**config.mk**
```make
export PLATFORM = sky130hd
export DESIGN_NAME = stc_sweep_trigger_control
export DESIGN_NICKNAME = d
export VERILOG_FILES = /design/src/stc_pkg.sv /design/src/stc_sweep_trigger_control.sv
export VERILOG_INCLUDE_DIRS = /design/src
export SDC_FILE = /design/constraint.sdc
export NUM_CORES = 1
export LEC_CHECK = 0
export BUFFER_PORTS_ARGS = -buffer_cell sky130_fd_sc_hd__buf_2
export CORE_MARGIN = 2
export CORE_UTILIZATION = 51
export CTS_BUF_LIST = sky130_fd_sc_hd__clkbuf_2
export CTS_CLUSTER_SIZE = 25
export DETAILED_ROUTE_END_ITERATION = 10
export HOLD_SLACK_MARGIN = 0.12
export PLACE_DENSITY = 0.82
export SLEW_MARGIN = 20
export SYNTH_ARGS = -nofsm -noshare
export SYNTH_HDL_FRONTEND = slang
export SYNTH_SLANG_ARGS = --single-unit
```
**constraint.sdc**
```tcl
create_clock -name clock -period 2.5 [get_ports clock]
set_clock_uncertainty 0.2 [all_clocks]
set_input_delay 0.125 -clock clock [delete_from_list [all_inputs] [get_ports clock]]
set_output_delay 0.125 -clock clock [all_outputs]
set_load 0.05 [all_outputs]
```
**src/stc_params.svh**
```systemverilog
`ifndef STC_PARAMS_SVH
`define STC_PARAMS_SVH

// ************************************************************
// Register word indexes; byte address is four times the index.
// ************************************************************
`define STC_IDX_CTRL 8'h3A
`define STC_IDX_TRIG_BC 8'h3B
`define STC_IDX_N_LOW 8'h3C
`define STC_IDX_STATUS 8'h3D

// ************************************************************
// Field positions and reset values.
// ************************************************************
`define STC_BIT_RUN 0
`define STC_BIT_CLK_SEL 1
`define STC_BIT_PHASE_MOD 2
`define STC_CTRL_RESET 8'h00
`define STC_TRIG_BC_RESET 8'h00
`define STC_N_LOW_RESET 8'h00

// ************************************************************
// Fixed denominator exponent while sweeping.
// ************************************************************
`define STC_DEN_EXP 24

// ************************************************************
// Trigger source selector codes.
// ************************************************************
`define STC_SRC_NEVER 4'h0
`define STC_SRC_T1_RISE 4'h1
`define STC_SRC_T2_RISE 4'h2
`define STC_SRC_MOD_RISE 4'h3
`define STC_SRC_LOCK_RISE 4'h4
`define STC_SRC_COMPARATOR_ZERO_HIT 4'h5
`define STC_SRC_CPG_RISE 4'h6
`define STC_SRC_FLAG0_RISE 4'h7
`define STC_SRC_ALWAYS 4'h8
`define STC_SRC_T1_FALL 4'h9
`define STC_SRC_T2_FALL 4'hA
`define STC_SRC_MOD_FALL 4'hB
`define STC_SRC_UNUSED 4'hC
`define STC_SRC_COMPARATOR_ONE_HIT 4'hD
`define STC_SRC_CPG_FALL 4'hE
`define STC_SRC_FLAG0_FALL 4'hF

`endif

```
**src/stc_pkg.sv**
```systemverilog
package stc_pkg;

  // Pins arriving from outside the clock domain.
  typedef struct packed {
    logic pd_clock_pin;
    logic modulation_pin;
    logic trigger_pin_two;
    logic trigger_pin_one;
  } stc_pins_t;

  // Flags from on-chip logic on the same clock.
  typedef struct packed {
    logic segment_flag_zero;
    logic segment_pump_gain_flag;
    logic comparator_one_hit;
    logic comparator_zero_hit;
    logic digital_lock_flag;
  } stc_flags_t;

  // Trigger events handed to the ramp engine.
  typedef struct packed {
    logic event_c;
    logic event_b;
    logic event_a;
  } stc_events_t;

  typedef enum logic [0:0] {
    STC_IDLE,
    STC_RUN
  } stc_state_t;

endpackage : stc_pkg

```
**src/stc_sweep_trigger_control.sv**
```systemverilog
// Notes on behaviour
// RULE1 - Sweep functions work only while run bit set.
// RULE2 - Running forces fractional denominator to two^24.
// RULE3 - Integer low byte write starts first segment.
// RULE4 - Host configures sweep before setting run bit.
// RULE5 - Clock select: phase detector or modulation pin.
// RULE6 - Modulation type bit: frequency or phase.
// RULE7 - Three independent four-bit trigger source selectors.
// RULE8 - Codes 0 never; 1-4 pin/lock rising edges.
// RULE9 - Codes 6,7 rising edges of segment flags.
// RULE10 - Codes 9,10,11 falling pin edges.
// RULE11 - Codes 5,13 comparator levels; 8 always.
// RULE12 - Codes 14,15 falling edges of segment flags.
// RULE13 - Code 12 never; edges sampled on sweep clock.
`timescale 1ns/100ps
`default_nettype none
`include "stc_params.svh"

module stc_sweep_trigger_control
#(
  parameter int DEN_WIDTH = 24
)
(
  input wire logic clock,
  input wire logic resetn,
  input wire logic [9:0] address,
  input wire logic read,
  input wire logic write,
  input wire logic [31:0] writedata,
  input wire logic [3:0] byteenable,
  output logic [31:0] readdata,
  output logic waitrequest,
  input wire stc_pkg::stc_pins_t pins,
  input wire stc_pkg::stc_flags_t flags,
  input wire logic [DEN_WIDTH-1:0] programmed_denominator,
  output logic [DEN_WIDTH:0] effective_denominator,
  output logic sweep_run,
  output logic sweep_tick,
  output logic phase_mod_select,
  output logic first_segment_start,
  output stc_pkg::stc_events_t events
);
  import stc_pkg::*;

  // ************************************************************
  // Register bus.
  // ************************************************************
  logic [7:0] ctrl_q;
  logic [7:0] trig_bc_q;
  logic [7:0] n_low_q;
  logic [31:0] readdata_q;
  logic rd_done_q;
  logic [7:0] index;
  logic wr_low;
  logic run_en;
  stc_state_t state_q;
  stc_events_t events_q;

  assign index = address[9:2];
  assign wr_low = write & byteenable[0];
  assign run_en = ctrl_q[`STC_BIT_RUN];

  // Reads take one wait cycle so read data always come from a flop.
  assign waitrequest = read & ~rd_done_q;

  // Writes land on the first cycle; byte lane 0 carries every field.
  always_ff @(posedge clock or negedge resetn)
  begin
    if (!resetn)
    begin
      ctrl_q <= `STC_CTRL_RESET;
      trig_bc_q <= `STC_TRIG_BC_RESET;
      n_low_q <= `STC_N_LOW_RESET;
    end
    else if (wr_low)
    begin
      if (index == `STC_IDX_CTRL)
        ctrl_q <= writedata[7:0]; // RULE7
      if (index == `STC_IDX_TRIG_BC)
        trig_bc_q <= writedata[7:0]; // RULE7
      if (index == `STC_IDX_N_LOW)
        n_low_q <= writedata[7:0];
    end
  end

  // Read data are captured in the wait cycle and held until taken.
  always_ff @(posedge clock or negedge resetn)
  begin
    if (!resetn)
    begin
      readdata_q <= 32'h0000_0000;
      rd_done_q <= 1'b0;
    end
    else
    begin
      rd_done_q <= read & ~rd_done_q;
      if (read & ~rd_done_q)
      begin
        case (index)
          `STC_IDX_CTRL: readdata_q <= {24'h00_0000, ctrl_q};
          `STC_IDX_TRIG_BC: readdata_q <= {24'h00_0000, trig_bc_q};
          `STC_IDX_N_LOW: readdata_q <= {24'h00_0000, n_low_q};
          `STC_IDX_STATUS: readdata_q <= {28'h000_0000,
            state_q == STC_RUN, events_q};
          default: readdata_q <= 32'h0000_0000;
        endcase
      end
    end
  end

  assign readdata = readdata_q;

  // ************************************************************
  // Pin synchronisers.
  // ************************************************************
  stc_pins_t pins_meta_q;
  stc_pins_t pins_sync_q;

  // Two stages; only the second stage feeds any logic.
  always_ff @(posedge clock or negedge resetn)
  begin
    if (!resetn)
    begin
      pins_meta_q <= '0;
      pins_sync_q <= '0;
    end
    else
    begin
      pins_meta_q <= pins;
      pins_sync_q <= pins_meta_q;
    end
  end

  // ************************************************************
  // Sweep clock selection.
  // ************************************************************
  logic pd_prev_q;
  logic mod_prev_q;
  logic tick;

  always_ff @(posedge clock or negedge resetn)
  begin
    if (!resetn)
    begin
      pd_prev_q <= 1'b0;
      mod_prev_q <= 1'b0;
    end
    else
    begin
      pd_prev_q <= pins_sync_q.pd_clock_pin;
      mod_prev_q <= pins_sync_q.modulation_pin;
    end
  end

  // A sweep clock tick is a rising edge of the chosen source; the
  // source must run well below half the system clock to be seen.
  assign tick = run_en & (ctrl_q[`STC_BIT_CLK_SEL] ? // RULE1
    (pins_sync_q.modulation_pin & ~mod_prev_q) : // RULE5
    (pins_sync_q.pd_clock_pin & ~pd_prev_q)); // RULE5

  // ************************************************************
  // Edge detection on sweep clock samples.
  // ************************************************************
  logic [5:0] src;
  logic [5:0] src_q;
  logic [5:0] prev_q;
  logic [5:0] rise;
  logic [5:0] fall;

  assign src = {flags.segment_flag_zero, flags.segment_pump_gain_flag,
    flags.digital_lock_flag, pins_sync_q.modulation_pin,
    pins_sync_q.trigger_pin_two, pins_sync_q.trigger_pin_one};

  // Sources are sampled only on ticks, so an edge that comes and goes
  // between two ticks is missed; that keeps all edge events on one cadence.
  always_ff @(posedge clock or negedge resetn)
  begin
    if (!resetn)
    begin
      src_q <= 6'h00;
      prev_q <= 6'h00;
    end
    else if (tick)
    begin
      src_q <= src; // RULE13
      prev_q <= src_q;
    end
  end

  assign rise = src_q & ~prev_q;
  assign fall = ~src_q & prev_q;

  // ************************************************************
  // Trigger selectors.
  // ************************************************************
  function automatic logic stc_hit(
    input logic [3:0] code,
    input logic [5:0] r,
    input logic [5:0] f,
    input logic c0,
    input logic c1
  );
    logic hit;
    begin
      hit = 1'b0;
      case (code)
        `STC_SRC_NEVER: hit = 1'b0; // RULE8
        `STC_SRC_T1_RISE: hit = r[0]; // RULE8
        `STC_SRC_T2_RISE: hit = r[1]; // RULE8
        `STC_SRC_MOD_RISE: hit = r[2]; // RULE8
        `STC_SRC_LOCK_RISE: hit = r[3]; // RULE8
        `STC_SRC_COMPARATOR_ZERO_HIT: hit = c0; // RULE11
        `STC_SRC_CPG_RISE: hit = r[4]; // RULE9
        `STC_SRC_FLAG0_RISE: hit = r[5]; // RULE9
        `STC_SRC_ALWAYS: hit = 1'b1; // RULE11
        `STC_SRC_T1_FALL: hit = f[0]; // RULE10
        `STC_SRC_T2_FALL: hit = f[1]; // RULE10
        `STC_SRC_MOD_FALL: hit = f[2]; // RULE10
        `STC_SRC_UNUSED: hit = 1'b0; // RULE13
        `STC_SRC_COMPARATOR_ONE_HIT: hit = c1; // RULE11
        `STC_SRC_CPG_FALL: hit = f[4]; // RULE12
        `STC_SRC_FLAG0_FALL: hit = f[5]; // RULE12
        default: hit = 1'b0;
      endcase
      return hit;
    end
  endfunction : stc_hit

  logic [11:0] sel_all;
  logic [2:0] hit_vec;

  assign sel_all = {trig_bc_q, ctrl_q[7:4]};

  // Edge codes only fire in the cycle after a tick updates samples;
  // level codes follow their source each cycle.
  logic edge_ok_q;

  always_ff @(posedge clock or negedge resetn)
  begin
    if (!resetn)
      edge_ok_q <= 1'b0;
    else
      edge_ok_q <= tick;
  end

  genvar gi;
  generate
    for (gi = 0; gi < 3; gi++)
    begin : g_trig
      assign hit_vec[gi] = stc_hit(sel_all[gi*4 +: 4], // RULE7
        rise & {6{edge_ok_q}}, fall & {6{edge_ok_q}},
        flags.comparator_zero_hit, flags.comparator_one_hit);
    end
  endgenerate

  always_ff @(posedge clock or negedge resetn)
  begin
    if (!resetn)
      events_q <= '0;
    else
      events_q <= run_en ? stc_events_t'(hit_vec) : '0; // RULE1
  end

  assign events = events_q;

  // ************************************************************
  // Sweep start and state.
  // ************************************************************
  logic start_q;

  // A new low-byte write restarts from the first segment even while
  // running; clearing the run bit returns to idle at once.
  always_ff @(posedge clock or negedge resetn)
  begin
    if (!resetn)
    begin
      state_q <= STC_IDLE;
      start_q <= 1'b0;
    end
    else
    begin
      start_q <= run_en & wr_low & (index == `STC_IDX_N_LOW); // RULE3
      case (state_q)
        STC_IDLE:
          if (run_en & wr_low & (index == `STC_IDX_N_LOW))
            state_q <= STC_RUN; // RULE3
        STC_RUN:
          if (!run_en)
            state_q <= STC_IDLE; // RULE1
        default: state_q <= STC_IDLE;
      endcase
    end
  end

  assign first_segment_start = start_q;

  // ************************************************************
  // Outputs steered by the control register.
  // ************************************************************
  logic [DEN_WIDTH:0] den_q;
  logic tick_q;
  logic pm_q;

  always_ff @(posedge clock or negedge resetn)
  begin
    if (!resetn)
    begin
      den_q <= '0;
      tick_q <= 1'b0;
      pm_q <= 1'b0;
    end
    else
    begin
      den_q <= run_en ? ((DEN_WIDTH+1)'(1) << `STC_DEN_EXP) : // RULE2
        {1'b0, programmed_denominator};
      tick_q <= tick & (state_q == STC_RUN); // RULE1
      pm_q <= ctrl_q[`STC_BIT_PHASE_MOD]; // RULE6
    end
  end

  assign effective_denominator = den_q;
  assign sweep_tick = tick_q;
  assign phase_mod_select = pm_q;
  assign sweep_run = state_q == STC_RUN;

endmodule : stc_sweep_trigger_control
`default_nettype wire

```
==> results_dict.tcl, run 1 <==
set metrics [dict create \
    synth_area_leaders "dfrtp_1 54%, mux2_2 10%, buf_4 4.4%" \
    rsz0062_at_grt "no" \
    drv_cap 0 \
    ir_drop_mv 0.3710 \
    power_density_nw_per_um2 488.0 \
    dpl.hpwl_microns 5992 \
    clk_latency_ns 0.54 \
    fillers 514 \
    cts_tree "yes" \
    wl_per_cell_microns 16.23 \
    async_flop_share 1.000 \
    total_power_mw 2.754 \
    crit_path_frequent_cell "dlygate4sd3_1" \
    crit_slowest_cell "dlygate4sd3_1" \
    finalCritPeriodShare 0.9667 \
    drt_wl_total_microns 10160 \
    setup_viol 0 \
    p_seq_frac 0.552 \
    critPathMaxStageDelay_ns 0.61 \
    synth-edff-count 0 \
    tightestPinTransition_ns 0.5237 \
    area_growth_pct 39.23 \
    fp-row-count 32 \
    cts_buffer_depth 2 \
    slew_headroom 0.6500 \
    timing_hold_violations_final 0 \
    htreeDepth 3 \
    diodes 0 \
    p_clk_frac 0.269 \
    switchingPower_mw 0.8309 \
    worstHoldPathCells 3 \
    dr.pass1.iters 5 \
    syn_area_per_cell_sq_um 12.25 \
    numClockSinks 88 \
    grt_max_degree 47 \
    drt_iter0_markers 213 \
    hold_ws_ns 0.1703 \
    clk_pin_slew_ns 0.25 \
    status "completed" \
    yosysWarnings 0 \
    grt.overflow.total 0 \
    grt_pass1_wl_microns 16200 \
    synth_cells 331 \
    die_area_sq_um 8678 \
    p_int_mw 1.923 \
    switching_share 0.3017 \
    synth_area_sq_um 4054 \
    floorplan.initialDensity 0.5246 \
    ant_nets 0 \
    die_w_microns 93.16 \
    cp_cell_sequence "dlygate4sd3_1, buf_2, dlygate4sd3_1, nand3_1, dlygate4sd3_1, nor3_1, dlygate4sd3_1" \
    synth_seq_cells 88 \
    grt_util_all_layers 0.2390 \
    viasPerCell 5.350 \
    finalNetCount 602 \
    cts_root_buf "clkbuf_2" \
    grt_pass1_vias 3263 \
    drive_gt1_frac 0.3092 \
    cp.arrival_ns 2.72 \
    hold_class "primary input to flop" \
    synth_cell_types 51 \
    synthFlopType "dfrtp_1" \
    tns_ns 0 \
    fmax_mhz 413.8 \
    start_kind "primary input" \
    drcViolationCount 0 \
    boundaryPins 148 \
    seq_area_frac_synth 0.5432 \
    pre_cts_ws_ns 0.5037 \
    criticalPathCategory "primary input to flop" \
    synth_top_area_frac 0.5432 \
    fin_ws_ns 0.08336 \
    p_leak_nw 2.688 \
    vias 3349 \
    cts_made_buffers 9 \
    mostFrequentLayoutCells "93 x dlygate4sd3_1, 93 x buf_2, 88 x dfrtp_1" \
    synth_top_cell_by_area "dfrtp_1" \
    required_ns 2.80 \
    port_buffers 94 \
    coreArea_sq_um 7727 \
    place_congestion 0.8364 \
    min_period_ns 2.417 \
    path_max_fanout 2 \
    r2r_cells 5 \
    fp.dieH_microns 93.16 \
    crit_path_end_kind "flop" \
    p_comb_frac 0.179 \
    final-max-slew-violation-count 0 \
    antenna_found_initial 0 \
]
==> metrics by stage <==
stage	utilization	cell area, sq um	std cells
after global routing	0.7304	5644	626
after detailed placement	0.5904	4562	516
after floorplan	-	4140	354
after global placement	0.5904	4562	516
final	0.7304	5644	626
after CTS	0.7259	5609	623
==> power groups by stage <==
| stage | clock (mW) | combinational, mW | sequential, mW |
|---|---|---|---|
| 2_1_floorplan | 0 | 0.216 | 1.60 |
| 3_3_place_gp | 0 | 0.368 | 1.54 |
| 3_5_place_dp | 0 | 0.375 | 1.54 |
| 4_1_cts | 0.758 | 0.483 | 1.52 |
| 5_1_grt | 0.821 | 0.527 | 1.53 |
| 6_report | 0.740 | 0.494 | 1.52 |
==> flip-flops by register name (all words and copies together) (netlist names), 3 cells and up <==
signal,count
pins_sync_q,4
src_q,6
n_low_q,8
ctrl_q,8
effective_denominator,25
readdata,8
events,3
prev_q,6
pins_meta_q,4
trig_bc_q,8
==> final timing paths <==
path | startpoint | to | slack [ns]
hold / removal | writedata[0] | n_low_q[0]$_DFFE_PN0P_ | 0.17
max in group asynchronous | resetn | n_low_q[1]$_DFFE_PN0P_ | 1.41
hold reg to reg | pins_meta_q[3]$_DFF_PN0_ | pins_sync_q[3]$_DFF_PN0_ | 0.17
setup / recovery | byteenable[0] | first_segment_start$_DFF_PN0_ | 0.08
min in group asynchronous | resetn | ctrl_q[1]$_DFFE_PN0P_ | 0.45
setup reg to reg | edge_ok_q$_DFF_PN0_ | events[1]$_DFF_PN0_ | 0.31
==> cell type report <==
cell class                 instances  area, sq um  area share
inverter                           8        30.03    0.005320
clock inverter                     6        68.82     0.01219
tap                              102        127.6     0.02261
timing repair buffer             197         1511      0.2678
multi-input combinational        215         1654      0.2931
sequential                        88         2202      0.3902
clock buffer                      10        50.05    0.008867
==> cells in the mapped netlist, types with 6 or more instances <==
library cell and count:
nor2b_1 25, dfrtp_1 88, clkbuf_1 15, mux2_2 36, nand2_1 6, inv_1 8, nand3b_1 8, nand2b_1 13
mux2i_1 10, buf_4 24, a22o_1 8, o22ai_1 7
==> cell families after synthesis <==
family,after synthesis,synth area share
xor gates and xnor gates,1,0.002161
other,1,0.0009250
buffers and inverters,51,0.07129
muxes,46,0.1247
and+or+nand+nor,91,0.1562
AOI/OAI and AO/OA,53,0.1015
DFF,88,0.5432
==> critical path, delay by kind of cell <==
kind / cells / cell delay (ns)
AND/OR/NAND/NOR: 2 / 0.22
buffers and inverters: 5 / 2.38
==> timing repair <==
item | CTS | global route
buffers inserted | 0 | 0
resized for setup | 0 | 1
hold buffers | 91 | 3
endpoints found under the setup margin | 0 | 1
hold endpoints to repair | 157 | 3
==> per-layer routing <==
layer	wire [microns]	share of wire	GRT usage
met5	0	0	0
met4	144	0.014	0.08701
met3	644	0.063	0.04432
met2	5194	0.51	0.4094
met1	4177	0.41	0.3039
No activity file was read; power rests on OpenSTA's default activity.
==> run 2: changes to the inputs <==
--- a/config.mk
+++ b/config.mk
@@ -6,14 +6,15 @@
 export SDC_FILE = /design/constraint.sdc
 export NUM_CORES = 1
 export LEC_CHECK = 0
+export ABC_AREA = 1
 export BUFFER_PORTS_ARGS = -buffer_cell sky130_fd_sc_hd__buf_2
 export CORE_MARGIN = 2
-export CORE_UTILIZATION = 51
+export CORE_UTILIZATION = 52
 export CTS_BUF_LIST = sky130_fd_sc_hd__clkbuf_2
 export CTS_CLUSTER_SIZE = 25
 export DETAILED_ROUTE_END_ITERATION = 10
 export HOLD_SLACK_MARGIN = 0.12
-export PLACE_DENSITY = 0.82
+export PLACE_DENSITY = 0.83
 export SLEW_MARGIN = 20
 export SYNTH_ARGS = -nofsm -noshare
 export SYNTH_HDL_FRONTEND = slang
==> results_dict.tcl, run 2 <==
set metrics [dict create \
    total_power_mw 2.725 \
    fmax_mhz 406.5 \
    path_max_fanout 9 \
    largest_reg_flops 25 \
    cp.arrival_ns 2.72 \
    cts_root_buf "clkbuf_2" \
    seq_area_frac_synth 0.5223 \
    finalCritPeriodShare 0.9841 \
    timing_hold_violations_final 0 \
    drcViolationCount 0 \
    reg2reg_slack_ns 0.28 \
    cts_buffer_depth 2 \
    mostFrequentLayoutCells "131 x nand2_1, 102 x dlygate4sd3_1, 93 x buf_2" \
    r2r_cells 9 \
    status "completed" \
    final_core_util 0.7521 \
    antenna_found_initial 0 \
    drt_iter0_markers 335 \
    crit_slowest_cell "dlygate4sd3_1" \
    area_growth_pct 39.26 \
    cp_cell_sequence "dlygate4sd3_1, buf_2, inv_1, nand2_1, nor2_4, nand2_1, nor2_4, nand2_1, dlygate4sd3_1, o21ai_0, dlygate4sd3_1" \
    multiInputGateArea_sq_um 1597 \
    htreeDepth 3 \
    slew_headroom 0.6039 \
    synthFlopType "dfrtp_1" \
    grt.overflow.total 0 \
    clk_pin_slew_ns 0.22 \
    cts_made_buffers 9 \
    finalNetCount 814 \
    place_congestion 0.8922 \
    port_buffers 94 \
    grt_pass1_wl_microns 19510 \
    synth_cell_types 23 \
    boundaryPins 148 \
    drv_cap 0 \
    hold_class "flop to flop" \
    floorplan.initialDensity 0.5401 \
    required_ns 2.76 \
    synth_seq_cells 88 \
    vias 4123 \
    synth-edff-count 0 \
    coreArea_sq_um 7807 \
    cts_tree "yes" \
    final-max-slew-violation-count 0 \
    ant_nets 0 \
    drt_wl_total_microns 11980 \
    grt_util_all_layers 0.2854 \
    power_density_nw_per_um2 464.0 \
    critPathMaxStageDelay_ns 0.58 \
    grt_max_degree 46 \
    final_common_cell "nand2_1" \
    clk_latency_ns 0.52 \
    synth_area_leaders "dfrtp_1 52%, nand2_1 12%, nor2_1 8.1%" \
    synth_top_area_frac 0.5223 \
    min_from "pins_meta_q[0]$_DFF_PN0_" \
    synth_compound_area_frac 0.06617 \
    r2r_end "events[1]$_DFF_PN0_" \
    tightestPinTransition_ns 0.5920 \
    criticalPathCategory "primary input to flop" \
    min_period_ns 2.460 \
    grt_pass1_vias 4240 \
    viasPerCell 4.926 \
    wl_per_cell_microns 14.31 \
    die_area_sq_um 8845 \
    start_kind "primary input" \
    tns_ns 0 \
    dpl.hpwl_microns 6560 \
    r2r_start "edge_ok_q$_DFF_PN0_" \
    muxShareOfSynthArea 0 \
    p_leak_nw 3.228 \
    synthMostInstantiatedCell "nand2_1" \
    yosysWarnings 0 \
    synth_top_cell_by_area "dfrtp_1" \
    syn_area_per_cell_sq_um 8.016 \
    fp-row-count 32 \
    synth_cells 526 \
    synth_area_sq_um 4217 \
    diodes 0 \
    crit_path_end_kind "flop" \
    worstHoldEndpoint "pins_sync_q[0]$_DFF_PN0_" \
    dr.pass1.iters 6 \
    worstHoldPathCells 0 \
    setup_viol 0 \
    synth_fa_ha_area_frac 0 \
    synth_commonest_cells "131 x nand2_1, 91 x nor2_1, 88 x dfrtp_1, 69 x inv_1, 54 x nand3_1" \
    synth_top_family_by_area "simple AND/OR/NAND/NOR gates" \
    fillers 581 \
    regArea_sq_um 2202 \
    async_flop_share 1.000 \
    synth_xor_area_frac 0 \
    numClockSinks 88 \
    drive_gt1_frac 0.1823 \
    synth_simple_gate_area_share 0.2911 \
    ir_drop_mv 0.2971 \
    die_w_microns 94.05 \
    fp.dieH_microns 94.05 \
    rsz0062_at_grt "yes" \
]
==> run 2: cell types whose count changed after synthesis, moves of 25 or more <==
| cell | before | now |
|---|---|---|
| nand2_1 | 6 | 131 |
| nor2_1 | 2 | 91 |
| inv_1 | 8 | 69 |
| nand3_1 | 5 | 54 |
| mux2_2 | 36 | 0 |
| o21ai_0 | 3 | 32 |
| nor2b_1 | 25 | 0 |
==> run 2: layout make-up <==
| class | count | area share |
|---|---|---|
| Sequential cell | 88 | 0.3750 |
| Timing Repair Buffer | 206 | 0.2745 |
| Multi-Input combinational cell | 357 | 0.2719 |
| Inverter | 69 | 0.04411 |
| Tap cell | 102 | 0.02173 |
| Clock buffer | 10 | 0.008523 |
| Clock inverter | 5 | 0.004262 |
==> run 2: cells by family (layout without fill, tap and decap cells) <==
family / count (synthesis) / after routing
DFF: 88 / 88
buffers and inverters: 104 / 290
AOI/OAI and AO/OA: 46 / 46
other: 1 / 24
and+or+nand+nor: 287 / 287
==> run 2: how the worst max path moves through the flow <==
| stage | to | cells past startpoint | from | slack (ns) |
|---|---|---|---|---|
| 5_1_grt | trig_bc_q[3]$_DFFE_PN0P_ | 11 | address[4] | -0.06 |
| 3_5_place_dp | src_q[3]$_DFFE_PN0P_ | 5 | ctrl_q[1]$_DFFE_PN0P_ | 0.77 |
| 2_1_floorplan | readdata[6]$_DFFE_PN0P_ | 4 | rd_done_q$_DFF_PN0_ | 0.47 |
| 6_report | trig_bc_q[3]$_DFFE_PN0P_ | 11 | address[4] | 0.04 |
| 4_1_cts | ctrl_q[1]$_DFFE_PN0P_ | 11 | address[4] | 0.03 |
| 3_3_place_gp | src_q[5]$_DFFE_PN0P_ | 5 | ctrl_q[1]$_DFFE_PN0P_ | 0.78 |
==> run 2: metal layers <==
layer / up-vias / part of all wire / global-route usage
met3: 29 / 0.069 / 0.05618
met5: - / 0 / 0
met2: 206 / 0.51 / 0.5077
li1: 1978 / - / -
met4: 0 / 0.021 / 0.1075
met1: 1910 / 0.40 / 0.3406
==> run 2: critical path: cells and delay by family <==
family	cells	cell delay, ns
buffers and inverters	5	1.85
AND/OR/NAND/NOR	5	0.66
AO/OA/AOI/OAI	1	0.09
==> run 2: repair_timing <==
action | in CTS | in global routing
hold buffers | 104 | 1
resized for setup | 0 | 1
setup buffers | 0 | 4
setup endpoints to repair | 0 | 26
endpoints found under the hold margin | 157 | 8
==> run 2: power breakdown <==
| part | internal [mW] | switching (mW) | leakage (nW) |
|---|---|---|---|
| Clock | 0.120 | 0.446 | 0.0526 |
| Sequential | 1.50 | 0.0597 | 1.11 |
| Combinational | 0.209 | 0.388 | 2.07 |
| Total | 1.83 | 0.894 | 3.23 |
==> run 2: metrics by stage <==
step	cell area, sq um	setup WS [ns]	hold slack, ns	cells
6_report	5872	0.03979	0.1736	837
5_1_grt	5872	-0.05715	0.1768	837
4_1_cts	5827	0.03353	0.1208	833
3_5_place_dp	4701	0.7687	-0.04534	714
3_3_place_gp	4701	0.7830	-0.04976	714
2_1_floorplan	4303	0.4695	-0.3706	549
